$ cat config.mk
export PLATFORM = sky130hd
export DESIGN_NAME = scp_serial_port
export DESIGN_NICKNAME = d
export VERILOG_FILES = /design/src/rtl/scp_pkg.sv /design/src/rtl/scp_fifo.sv /design/src/rtl/scp_serial_port.sv
export SDC_FILE = /design/constraint.sdc
export NUM_CORES = 1
export LEC_CHECK = 0
export BUFFER_PORTS_ARGS = -buffer_cell sky130_fd_sc_hd__buf_2
export CORE_ASPECT_RATIO = 1.25
export CORE_UTILIZATION = 49
export CTS_CLUSTER_SIZE = 16
export DETAILED_ROUTE_END_ITERATION = 8
export PLACE_DENSITY = 0.7
export SYNTH_ARGS = -nofsm -noshare
export SYNTH_HDL_FRONTEND = slang
export SYNTH_SLANG_ARGS = --single-unit
$ cat constraint.sdc
create_clock -name i_clk -period 3.1 [get_ports i_clk]
set_clock_uncertainty 0.15 [all_clocks]
set_input_delay 0.465 -clock i_clk [delete_from_list [all_inputs] [get_ports i_clk]]
set_output_delay 0.465 -clock i_clk [all_outputs]
set_load 0.02 [all_outputs]
$ cat src/rtl/scp_pkg.sv
// serial port control package: sfr map, control bit positions, mode and carrier types
// assumes an 8-bit special-function-register space with bit addressing
package scp_pkg;
  // sfr byte addresses
  localparam logic [7:0] SCP_CTRL_ADDR = 8'h98; // serial_port_control
  localparam logic [7:0] SCP_DATA_ADDR = 8'h99; // serial_data_buffer
  localparam logic [7:0] SCP_CTRL_RESET = 8'h00; // control register reset value
  localparam logic [7:0] SCP_DATA_RESET = 8'h00; // receive buffer reset value
  // bit positions inside serial_port_control
  localparam int SCP_BIT_MODE_HI = 7; // mode_hi_or_frame_error
  localparam int SCP_BIT_MODE_LO = 6; // mode_lo
  localparam int SCP_BIT_MPQ = 5; // multiproc_qualify
  localparam int SCP_BIT_RX_EN = 4; // receive enable
  localparam int SCP_BIT_TX9 = 3; // tx_ninth_bit
  localparam int SCP_BIT_RX9 = 2; // rx_ninth_bit
  localparam int SCP_BIT_TXD = 1; // tx_done_flag
  localparam int SCP_BIT_RXD = 0; // rx_done_flag
  // shift-mode clock dividers, in system clock cycles per bit
  localparam logic [3:0] SCP_DIV_SLOW = 4'hc; // divide by 12
  localparam logic [3:0] SCP_DIV_FAST = 4'h2; // divide by 2
  // bits per frame as seen by the shifters
  localparam logic [3:0] SCP_BITS_SHIFT = 4'h8; // shift mode data bits
  localparam logic [3:0] SCP_TX_BITS_8 = 4'ha; // start, 8 data, stop
  localparam logic [3:0] SCP_TX_BITS_9 = 4'hb; // start, 8 data, ninth, stop
  localparam logic [3:0] SCP_RX_BITS_8 = 4'h9; // 8 data, stop
  localparam logic [3:0] SCP_RX_BITS_9 = 4'ha; // 8 data, ninth, stop
  // tx fifo
  localparam int SCP_FIFO_DEPTH = 4; // words
  // operating modes, in selector order
  typedef enum logic [1:0] {SCP_MODE_SHIFT, SCP_MODE_8VAR, SCP_MODE_9FIX,
                            SCP_MODE_9VAR} scp_mode_t;
  // sfr access from the cpu
  typedef struct packed {
    logic [7:0] addr; // byte address
    logic wr; // byte write strobe
    logic rd; // byte read strobe
    logic [7:0] wdata; // byte write data
    logic bit_wr; // single-bit write strobe
    logic [7:0] bit_addr; // bit address, byte address plus bit index
    logic bit_val; // value for single-bit write
  } scp_sfr_req_t;
endpackage

$ cat src/rtl/scp_fifo.sv
// small synchronous fifo with valid/ready on both sides
// assumes one clock and an asynchronous active-low reset
`timescale 1ns/1ps
module scp_fifo #(
  parameter int WIDTH = 8,
  parameter int DEPTH = 4
) (
  input wire logic i_clk,
  input wire logic i_arst_n,
  input wire logic i_valid,
  output logic o_ready,
  input wire logic [WIDTH-1:0] i_data,
  output logic o_valid,
  input wire logic i_ready,
  output logic [WIDTH-1:0] o_data
);
  localparam int AW = (DEPTH > 1) ? $clog2(DEPTH) : 1;
  initial begin
    if (DEPTH < 2 || (DEPTH & (DEPTH - 1)) != 0) $error("fifo depth must be a power of two");
  end
  logic [WIDTH-1:0] mem_reg [DEPTH]; // storage flops
  logic [AW-1:0] wr_ptr_reg; // write index
  logic [AW-1:0] rd_ptr_reg; // read index
  logic [AW:0] count_reg; // words held
  logic push; // accepted write
  logic pop; // accepted read
  assign o_ready = count_reg < (AW+1)'(DEPTH); // room for one more word, empty included
  assign o_valid = count_reg != '0;
  assign o_data = mem_reg[rd_ptr_reg];
  assign push = i_valid && o_ready;
  assign pop = o_valid && i_ready;
  // storage write
  always_ff @(posedge i_clk or negedge i_arst_n) begin
    if (!i_arst_n) begin
      for (int i = 0; i < DEPTH; i++) mem_reg[i] <= '0;
    end else if (push) begin
      mem_reg[wr_ptr_reg] <= i_data;
    end
  end
  // pointers and occupancy
  always_ff @(posedge i_clk or negedge i_arst_n) begin
    if (!i_arst_n) begin
      wr_ptr_reg <= '0;
      rd_ptr_reg <= '0;
      count_reg <= '0;
    end else begin
      if (push) wr_ptr_reg <= wr_ptr_reg + 1'b1;
      if (pop) rd_ptr_reg <= rd_ptr_reg + 1'b1;
      count_reg <= count_reg + (AW+1)'(push) - (AW+1)'(pop);
    end
  end
endmodule

$ cat src/rtl/scp_serial_port.sv
// serial port control: control register, tx/rx shifters, frame qualification
// assumes a byte sfr bus with bit addressing, a baud tick for modes 1..3 from outside
`timescale 1ns/1ps
module scp_serial_port #(
  parameter int FIFO_DEPTH = scp_pkg::SCP_FIFO_DEPTH
) (
  input wire logic i_clk,
  input wire logic i_arst_n,
  input wire scp_pkg::scp_sfr_req_t i_sfr,
  output logic [7:0] o_sfr_rdata,
  input wire logic i_frame_error_select,
  input wire logic i_baud_tick,
  input wire logic [7:0] i_given_addr,
  input wire logic [7:0] i_broadcast_addr,
  input wire logic i_rxd,
  output logic o_rxd_out,
  output logic o_rxd_oe,
  output logic o_txd,
  output logic o_tx_ready,
  output logic o_tx_done,
  output logic o_rx_done
);
  initial begin
    if (FIFO_DEPTH < 2) $error("fifo depth too small");
  end
  typedef enum logic {SCP_RX_IDLE, SCP_RX_SHIFT} scp_rx_state_t;
  // control fields
  logic mode_hi_reg; // stored upper mode bit
  logic fe_reg; // frame error flag
  logic mode_lo_reg; // lower mode bit
  logic mpq_reg; // multiproc_qualify
  logic ren_reg; // receive enable
  logic tx9_reg; // tx_ninth_bit
  logic rx9_reg; // rx_ninth_bit
  logic ti_reg; // tx_done_flag
  logic ri_reg; // rx_done_flag
  logic [7:0] rx_data_reg; // receive buffer
  // engines
  logic tx_busy_reg; // transmitter shifting
  logic [10:0] tx_shift_reg; // outgoing bits, lsb first
  logic [3:0] tx_left_reg; // bits still to send
  scp_rx_state_t rx_state_reg; // receiver state
  logic [9:0] rx_shift_reg; // incoming bits, enter at top
  logic [3:0] rx_left_reg; // bits still to sample
  logic rxd_prev_reg; // line level one clock ago, for start edges
  logic [3:0] div_cnt_reg; // shift-mode bit timer
  // decode
  scp_pkg::scp_mode_t mode;
  logic mode0;
  logic [7:0] ctrl_view; // control byte as read
  logic ctrl_wr; // any write to control
  logic [7:0] ctrl_wr_val; // merged control write value
  logic [3:0] div_lim; // shift-mode divide
  logic m0_run;
  logic m0_tick;
  logic bit_tick; // one pulse per bit time
  logic [9:0] rx_new; // shift register after this sample
  logic rx_finish; // last bit sampled this cycle
  logic [7:0] rx_byte;
  logic rx_ninth;
  logic rx_stop;
  logic addr_hit;
  logic rx_accept; // frame qualifies for loading
  logic rx_load; // buffer and ninth bit load
  logic ti_set;
  logic fifo_valid;
  logic fifo_pop;
  logic [7:0] fifo_data;
  logic data_push;

  // replace one bit of a byte, used by bit-addressed writes
  function automatic logic [7:0] bit_merge(input logic [7:0] old, input logic [2:0] idx,
                                           input logic val);
    logic [7:0] res;
    res = old;
    res[idx] = val;
    return res;
  endfunction

  assign mode = scp_pkg::scp_mode_t'({mode_hi_reg, mode_lo_reg});
  assign mode0 = mode == scp_pkg::SCP_MODE_SHIFT;
  // bit 7 shows the error flag or the mode bit
  assign ctrl_view = {i_frame_error_select ? fe_reg : mode_hi_reg, mode_lo_reg, mpq_reg,
                      ren_reg, tx9_reg, rx9_reg, ti_reg, ri_reg};
  // byte write or bit write in the 98h..9fh bit range
  assign ctrl_wr = (i_sfr.wr && i_sfr.addr == scp_pkg::SCP_CTRL_ADDR) ||
                   (i_sfr.bit_wr && i_sfr.bit_addr[7:3] == scp_pkg::SCP_CTRL_ADDR[7:3]);
  assign ctrl_wr_val = (i_sfr.wr && i_sfr.addr == scp_pkg::SCP_CTRL_ADDR) ? i_sfr.wdata :
                       bit_merge(ctrl_view, i_sfr.bit_addr[2:0], i_sfr.bit_val);
  assign data_push = i_sfr.wr && i_sfr.addr == scp_pkg::SCP_DATA_ADDR;

  // shift-mode bit timer
  assign div_lim = mpq_reg ? scp_pkg::SCP_DIV_FAST : scp_pkg::SCP_DIV_SLOW;
  assign m0_run = mode0 && (tx_busy_reg || rx_state_reg == SCP_RX_SHIFT);
  assign m0_tick = m0_run && div_cnt_reg == div_lim - 4'h1;
  assign bit_tick = mode0 ? m0_tick : i_baud_tick;
  always_ff @(posedge i_clk or negedge i_arst_n) begin
    if (!i_arst_n) begin
      div_cnt_reg <= 4'h0;
    end else if (!m0_run || m0_tick) begin
      div_cnt_reg <= 4'h0;
    end else begin
      div_cnt_reg <= div_cnt_reg + 4'h1;
    end
  end

  // control register fields, hardware sets win over software clears
  always_ff @(posedge i_clk or negedge i_arst_n) begin
    if (!i_arst_n) begin
      {mode_hi_reg, mode_lo_reg, mpq_reg, ren_reg, tx9_reg} <= scp_pkg::SCP_CTRL_RESET[7:3];
      fe_reg <= scp_pkg::SCP_CTRL_RESET[scp_pkg::SCP_BIT_MODE_HI];
    end else begin
      if (ctrl_wr) begin
        // bit 7 writes land on whichever meaning is selected
        if (!i_frame_error_select) mode_hi_reg <= ctrl_wr_val[scp_pkg::SCP_BIT_MODE_HI];
        mode_lo_reg <= ctrl_wr_val[scp_pkg::SCP_BIT_MODE_LO];
        mpq_reg <= ctrl_wr_val[scp_pkg::SCP_BIT_MPQ];
        ren_reg <= ctrl_wr_val[scp_pkg::SCP_BIT_RX_EN];
        tx9_reg <= ctrl_wr_val[scp_pkg::SCP_BIT_TX9];
      end
      // frame error: stop bit low, sticky until software clears
      if (rx_finish && !mode0 && !rx_stop && i_frame_error_select) begin
        fe_reg <= 1'b1;
      end else if (ctrl_wr && i_frame_error_select) begin
        fe_reg <= ctrl_wr_val[scp_pkg::SCP_BIT_MODE_HI];
      end
    end
  end

  // done flags and receive capture
  always_ff @(posedge i_clk or negedge i_arst_n) begin
    if (!i_arst_n) begin
      ti_reg <= scp_pkg::SCP_CTRL_RESET[scp_pkg::SCP_BIT_TXD];
      ri_reg <= scp_pkg::SCP_CTRL_RESET[scp_pkg::SCP_BIT_RXD];
      rx9_reg <= scp_pkg::SCP_CTRL_RESET[scp_pkg::SCP_BIT_RX9];
      rx_data_reg <= scp_pkg::SCP_DATA_RESET;
    end else begin
      if (ti_set) ti_reg <= 1'b1;
      else if (ctrl_wr) ti_reg <= ctrl_wr_val[scp_pkg::SCP_BIT_TXD];
      if (rx_load) ri_reg <= 1'b1;
      else if (ctrl_wr) ri_reg <= ctrl_wr_val[scp_pkg::SCP_BIT_RXD];
      if (rx_load && !mode0) rx9_reg <= rx_ninth;
      else if (ctrl_wr) rx9_reg <= ctrl_wr_val[scp_pkg::SCP_BIT_RX9];
      if (rx_load) rx_data_reg <= rx_byte;
    end
  end

  // registered read data, unmapped addresses read zero
  always_ff @(posedge i_clk or negedge i_arst_n) begin
    if (!i_arst_n) begin
      o_sfr_rdata <= 8'h00;
    end else if (i_sfr.rd && i_sfr.addr == scp_pkg::SCP_CTRL_ADDR) begin
      o_sfr_rdata <= ctrl_view;
    end else if (i_sfr.rd && i_sfr.addr == scp_pkg::SCP_DATA_ADDR) begin
      o_sfr_rdata <= rx_data_reg;
    end else begin
      o_sfr_rdata <= 8'h00;
    end
  end

  // transmit data waits in the fifo; a full fifo drops the write
  scp_fifo #(.WIDTH(8), .DEPTH(FIFO_DEPTH)) u_tx_fifo (
    .i_clk(i_clk),
    .i_arst_n(i_arst_n),
    .i_valid(data_push),
    .o_ready(o_tx_ready),
    .i_data(i_sfr.wdata),
    .o_valid(fifo_valid),
    .i_ready(fifo_pop),
    .o_data(fifo_data)
  );
  // shift mode is half duplex, so no load while receiving there
  assign fifo_pop = !tx_busy_reg && !(mode0 && rx_state_reg == SCP_RX_SHIFT);
  // done after the 8th bit in shift mode, else when the stop bit starts
  assign ti_set = tx_busy_reg && bit_tick && tx_left_reg == (mode0 ? 4'h1 : 4'h2);

  // transmitter
  always_ff @(posedge i_clk or negedge i_arst_n) begin
    if (!i_arst_n) begin
      tx_busy_reg <= 1'b0;
      tx_shift_reg <= 11'h7ff;
      tx_left_reg <= 4'h0;
    end else if (fifo_pop && fifo_valid) begin
      tx_busy_reg <= 1'b1;
      case (mode)
        scp_pkg::SCP_MODE_SHIFT: begin
          tx_shift_reg <= {3'h7, fifo_data};
          tx_left_reg <= scp_pkg::SCP_BITS_SHIFT;
        end
        scp_pkg::SCP_MODE_8VAR: begin
          tx_shift_reg <= {2'h3, fifo_data, 1'b0};
          tx_left_reg <= scp_pkg::SCP_TX_BITS_8;
        end
        default: begin
          tx_shift_reg <= {1'b1, tx9_reg, fifo_data, 1'b0};
          tx_left_reg <= scp_pkg::SCP_TX_BITS_9;
        end
      endcase
    end else if (tx_busy_reg && bit_tick) begin
      tx_shift_reg <= {1'b1, tx_shift_reg[10:1]};
      tx_left_reg <= tx_left_reg - 4'h1;
      if (tx_left_reg == 4'h1) tx_busy_reg <= 1'b0;
    end
  end

  // pins: shift mode puts data on the rx pin and a clock on the tx pin
  assign o_rxd_oe = mode0 && tx_busy_reg;
  assign o_rxd_out = tx_shift_reg[0];
  assign o_txd = mode0 ? !(m0_run && div_cnt_reg < (div_lim >> 1)) :
                 (tx_busy_reg ? tx_shift_reg[0] : 1'b1);
  assign o_tx_done = ti_reg;
  assign o_rx_done = ri_reg;

  // frame fields after the final sample
  assign rx_new = {i_rxd, rx_shift_reg[9:1]};
  assign rx_finish = rx_state_reg == SCP_RX_SHIFT && bit_tick && rx_left_reg == 4'h1;
  always_comb begin
    rx_byte = rx_new[7:0];
    rx_ninth = rx_new[8];
    rx_stop = rx_new[9];
    case (mode)
      scp_pkg::SCP_MODE_SHIFT: begin
        rx_byte = rx_new[9:2];
      end
      scp_pkg::SCP_MODE_8VAR: begin
        rx_byte = rx_new[8:1];
        rx_ninth = rx_new[9];
      end
      default: begin
        rx_byte = rx_new[7:0];
      end
    endcase
  end
  assign addr_hit = rx_byte == i_given_addr || rx_byte == i_broadcast_addr;
  // qualification per mode; shift mode always qualifies
  always_comb begin
    case (mode)
      scp_pkg::SCP_MODE_SHIFT: rx_accept = 1'b1;
      scp_pkg::SCP_MODE_8VAR: rx_accept = !mpq_reg || (rx_stop && addr_hit);
      default: rx_accept = !mpq_reg || (rx_ninth && addr_hit);
    endcase
  end
  // a pending unread frame blocks loading
  assign rx_load = rx_finish && rx_accept && !ri_reg;

  // receiver
  always_ff @(posedge i_clk or negedge i_arst_n) begin
    if (!i_arst_n) begin
      rx_state_reg <= SCP_RX_IDLE;
      rx_shift_reg <= 10'h000;
      rx_left_reg <= 4'h0;
      rxd_prev_reg <= 1'b1; // idle line level, so no false edge after reset
    end else begin
      rxd_prev_reg <= i_rxd;
      case (rx_state_reg)
        SCP_RX_IDLE: begin
          if (mode0 && ren_reg && !ri_reg && !tx_busy_reg) begin
            rx_state_reg <= SCP_RX_SHIFT;
            rx_left_reg <= scp_pkg::SCP_BITS_SHIFT;
          end else if (!mode0 && ren_reg && rxd_prev_reg && !i_rxd) begin // low stop is no start
            rx_state_reg <= SCP_RX_SHIFT;
            rx_left_reg <= (mode == scp_pkg::SCP_MODE_8VAR) ? scp_pkg::SCP_RX_BITS_8 :
                           scp_pkg::SCP_RX_BITS_9;
          end
        end
        SCP_RX_SHIFT: begin
          if (!mode0 && !ren_reg) begin
            rx_state_reg <= SCP_RX_IDLE;
          end else if (bit_tick) begin
            rx_shift_reg <= rx_new;
            rx_left_reg <= rx_left_reg - 4'h1;
            if (rx_left_reg == 4'h1) rx_state_reg <= SCP_RX_IDLE;
          end
        end
        default: rx_state_reg <= SCP_RX_IDLE;
      endcase
    end
  end
endmodule

==> impl_metrics.yaml <==
layout:
  final_nets: 690
  drive_above_1_share: 0.264
  largest_reg_flops: 32
  layout.cells.most_common: "sky130_fd_sc_hd__dfrtp_1"
  n_antenna_cell: 0
  postLayoutCoreUtil: 0.580
  syn2layout_area_growth_pct: 13.6
  highest_count_cells_in_the_layout_ignoring_fill_and_taps: "sky130_fd_sc_hd__dfrtp_1 (87), sky130_fd_sc_hd__buf_2 (61), sky130_fd_sc_hd__nand2_1 (47)"
drt:
  antenna_violating_nets_post_route: 0
  wl_um: 14100
  routed-via-count: 4597
  initialDrtViolationCount: 294
  routedWlPerCell_um: 18.3
  route.detailed.vias_per_inst: 5.99
  remaining_drc_errors: 0
  drt-pass1-iter-count: 5
setup_path:
  critical_path_peak_fanout: 16
  crit_arrival_ns: 2.09
  timing.setup.critical_path_class: "register to primary output"
  critPathLaunchType: "register"
  critical-path-top-cell-by-count: "sky130_fd_sc_hd__o21ai_0"
  worst_setup_path_end_kind: "primary output"
  cells_along_the_critical_path: "buf_4, ha_1, inv_1, o21ai_0, o21ai_0, a2bb2oi_1, buf_2"
  critPathRequiredTime_ns: 2.48
  timing.critical_path.buf_inv: 3
  critPathMaxStageDelay_ns: 0.45
  cpMaxStageDelayCell: "sky130_fd_sc_hd__dfrtp_1"
  crit_path_leading_delay_family: "compound AO/OA/AOI/OAI gates"
power:
  power_density_mw_per_mm2: 614
  power.static_leakage_nw: 2.97
  netSwitchingFraction: 0.342
  combinationalPowerShare: 0.279
  clkPwrFrac: 0.293
  ir_drop_v: 0.000350
  power_switching_mw: 1.38
  p_int_mw: 2.65
  p_seq_frac: 0.429
cts:
  ctsRootBufferMaster: "sky130_fd_sc_hd__clkbuf_16"
  cts.sinks: 98
  cts.htree.levels: 3
  tritoncts.num_buffers: 9
  cts_tree: "yes"
  cts_setup_buffers: 0
  ctsLongestPathBuffers: 2
  worst_setup_hold_path_clk_slew_ns: 0.07
  clk-insertion-delay-late_ns: 0.34
synth:
  ys.warnings.count: 0
  synthCells: 572
  yosys-top-cells-area: "sky130_fd_sc_hd__dfrtp_1 (38%), sky130_fd_sc_hd__mux2_2 (9.0%), sky130_fd_sc_hd__o211ai_1 (5.2%)"
  avgSynthCellArea_um2: 10.1
  netlist-cell-type-count: 54
  cell_accounting_for_the_most_synthesized_area: "sky130_fd_sc_hd__dfrtp_1"
  seq_area_frac_synth: 0.427
  synth-edff-count: 0
  synthFlopType: "sky130_fd_sc_hd__dfrtp_1"
  async_flop_share: 1.00
  ys_seq_elements: 98
  synthesis.nets: 635
  synthesis.area_mm2: 0.00577
  synth_largest_type_area_fraction: 0.377
global_routing:
  number_of_antenna_violations_at_the_first_check_in_global_routing: 0
  first_global_vias: 4640
  gr-total-overflow: 0
  grt_pass1_wl_um: 23200
  maximum_number_of_pins_on_one_net_before_global_route_repair: 61
  track_usage: 0.247
floorplanning:
  die_y_um: 123
  floorplan.initialDensity: 0.511
  floorplan.core_area_mm2: 0.0113
  fp.dieW_um: 99.1
  std_cell_rows: 43
  floorplan.die_area_mm2: 0.0122
  floorplan.io_pins: 63
sta:
  worst_pin_slew_ns: 0.817
  layout_min_cycle_time_ns: 2.70
  rsz0062_at_grt: "false"
  setup_viol: 0
  relSlewSlack: 0.453
  fmax_ghz: 0.370
  maxSlewViolCount: 0
  hold_viol_final: 0
  finalCritPeriodShare: 0.871
  setup_tns_ns: 0
job:
  max_cap_viol_count: 0
status:
  status: "finished clean"
placement:
  detailedPlacementHpwl_um: 10400
  io_buffer_count: 62
  gp_congestion: 0.857
min_path:
  min-delay-path-class: "input port to register"
routing by layer:
layer | GRT usage | up-vias | wire length [µm]
li1 | - | 2200 | -
met1 | 0.293 | 2249 | 5690
met2 | 0.452 | 121 | 7470
met3 | 0.0367 | 27 | 517
met4 | 0.0974 | 0 | 375
met5 | 0 | - | 0
worst reg2reg max path: cells and delay by family (launching register included):
family,cells,cell delay [ns]
flops,1,0.41
simple gates,3,1.01
compound gates,2,0.50
buf+inv,2,0.42
area by class of cell:
| cell class | instances | area [µm²] |
|---|---|---|
| flip-flops and latches | 98 | 2470 |
| well taps | 135 | 169 |
| repair buffers | 78 | 473 |
| multi-input cells | 407 | 3010 |
| inverters | 33 | 124 |
| clock inverters | 6 | 77.6 |
| clock buffers | 10 | 239 |
| fillers | 968 | 4740 |
logic make-up (layout without fill, tap and decap cells):
| group | count (synthesis) | count (layout) | synth area share |
|---|---|---|---|
| xor+xnor | 13 | 13 | 0.0197 |
| fa+ha+maj | 14 | 14 | 0.0317 |
| buf+inv | 67 | 127 | 0.0525 |
| mux | 84 | 84 | 0.177 |
| compound gates | 122 | 122 | 0.139 |
| simple gates | 174 | 174 | 0.153 |
| flops | 98 | 98 | 0.427 |
worst paths after layout:
check,start,to,slack (ns),cells past startpoint
setup / recovery,mpq_reg$_DFFE_PN0P_,o_txd,0.40,7
hold / removal,i_rxd,rxd_prev_reg$_DFF_PN1_,0.14,1
setup reg to reg,mode_hi_reg$_DFFE_PN0P_,rx_data_reg[0]$_DFFE_PN0P_,0.51,7
hold reg to reg,tx_shift_reg[2]$_DFFE_PN1P_,tx_shift_reg[2]$_DFFE_PN1P_,0.33,2
max in group asynchronous,i_arst_n,tx_shift_reg[8]$_DFFE_PN1P_,1.56,3
min in group asynchronous,i_arst_n,rx_left_reg[3]$_DFFE_PN0P_,0.51,2
per-stage QoR:
step           hold WS, ns  power, mW  cell area (µm²)  cells  setup slack (ns)
2_1_floorplan       0.0194       2.50             5770    572            0.0484
3_3_place_gp         0.318       2.82             6230    750             0.503
3_5_place_dp         0.323       2.87             6230    750             0.354
4_1_cts              0.133       4.06             6550    767             0.405
5_1_grt              0.130       4.27             6550    767             0.252
6_report             0.139       4.03             6550    767             0.400
cells in the mapped netlist (2+ instances only):
library cell                n
sky130_fd_sc_hd__buf_2      7
sky130_fd_sc_hd__mux2i_1   26
sky130_fd_sc_hd__nor3b_1    3
sky130_fd_sc_hd__and2_1     3
sky130_fd_sc_hd__nand3b_1   2
sky130_fd_sc_hd__xnor2_1    8
sky130_fd_sc_hd__and3_1     8
sky130_fd_sc_hd__mux2_4     4
sky130_fd_sc_hd__a21oi_1   14
sky130_fd_sc_hd__o31ai_1    2
sky130_fd_sc_hd__xor2_1     5
sky130_fd_sc_hd__nand3_1   14
sky130_fd_sc_hd__inv_1     33
sky130_fd_sc_hd__mux4_2     8
sky130_fd_sc_hd__nor3_1    18
sky130_fd_sc_hd__or3_1      9
sky130_fd_sc_hd__buf_6      3
sky130_fd_sc_hd__nand2b_1  13
sky130_fd_sc_hd__o22ai_1    7
sky130_fd_sc_hd__a221oi_1   8
sky130_fd_sc_hd__or4_1      2
sky130_fd_sc_hd__o211ai_1  40
sky130_fd_sc_hd__o21ai_0   39
sky130_fd_sc_hd__nor2_1    33
sky130_fd_sc_hd__clkbuf_1  20
sky130_fd_sc_hd__nand4_1    8
sky130_fd_sc_hd__mux2_2    46
sky130_fd_sc_hd__buf_1      2
sky130_fd_sc_hd__dfrtp_1   87
sky130_fd_sc_hd__ha_1      13
sky130_fd_sc_hd__nand2_1   47
sky130_fd_sc_hd__a31oi_1    2
sky130_fd_sc_hd__nor4_1     6
sky130_fd_sc_hd__dfstp_2   11
sky130_fd_sc_hd__a41oi_1    2
power by group through the flow:
stage               Sequential [mW]  Combinational [mW]  Clock (mW)
finish                         1.73                1.12        1.18
global route                   1.76                1.26        1.25
CTS                            1.73                1.12        1.20
detailed placement             1.75                1.12           0
global placement               1.74                1.08           0
floorplan                      1.66               0.844           0
repair_timing:
action                                 CTS  global route
gates resized for setup                  0             0
endpoints found under the hold margin   32             0
hold buffers                             1             0
(Power assumes the default switching activity.)
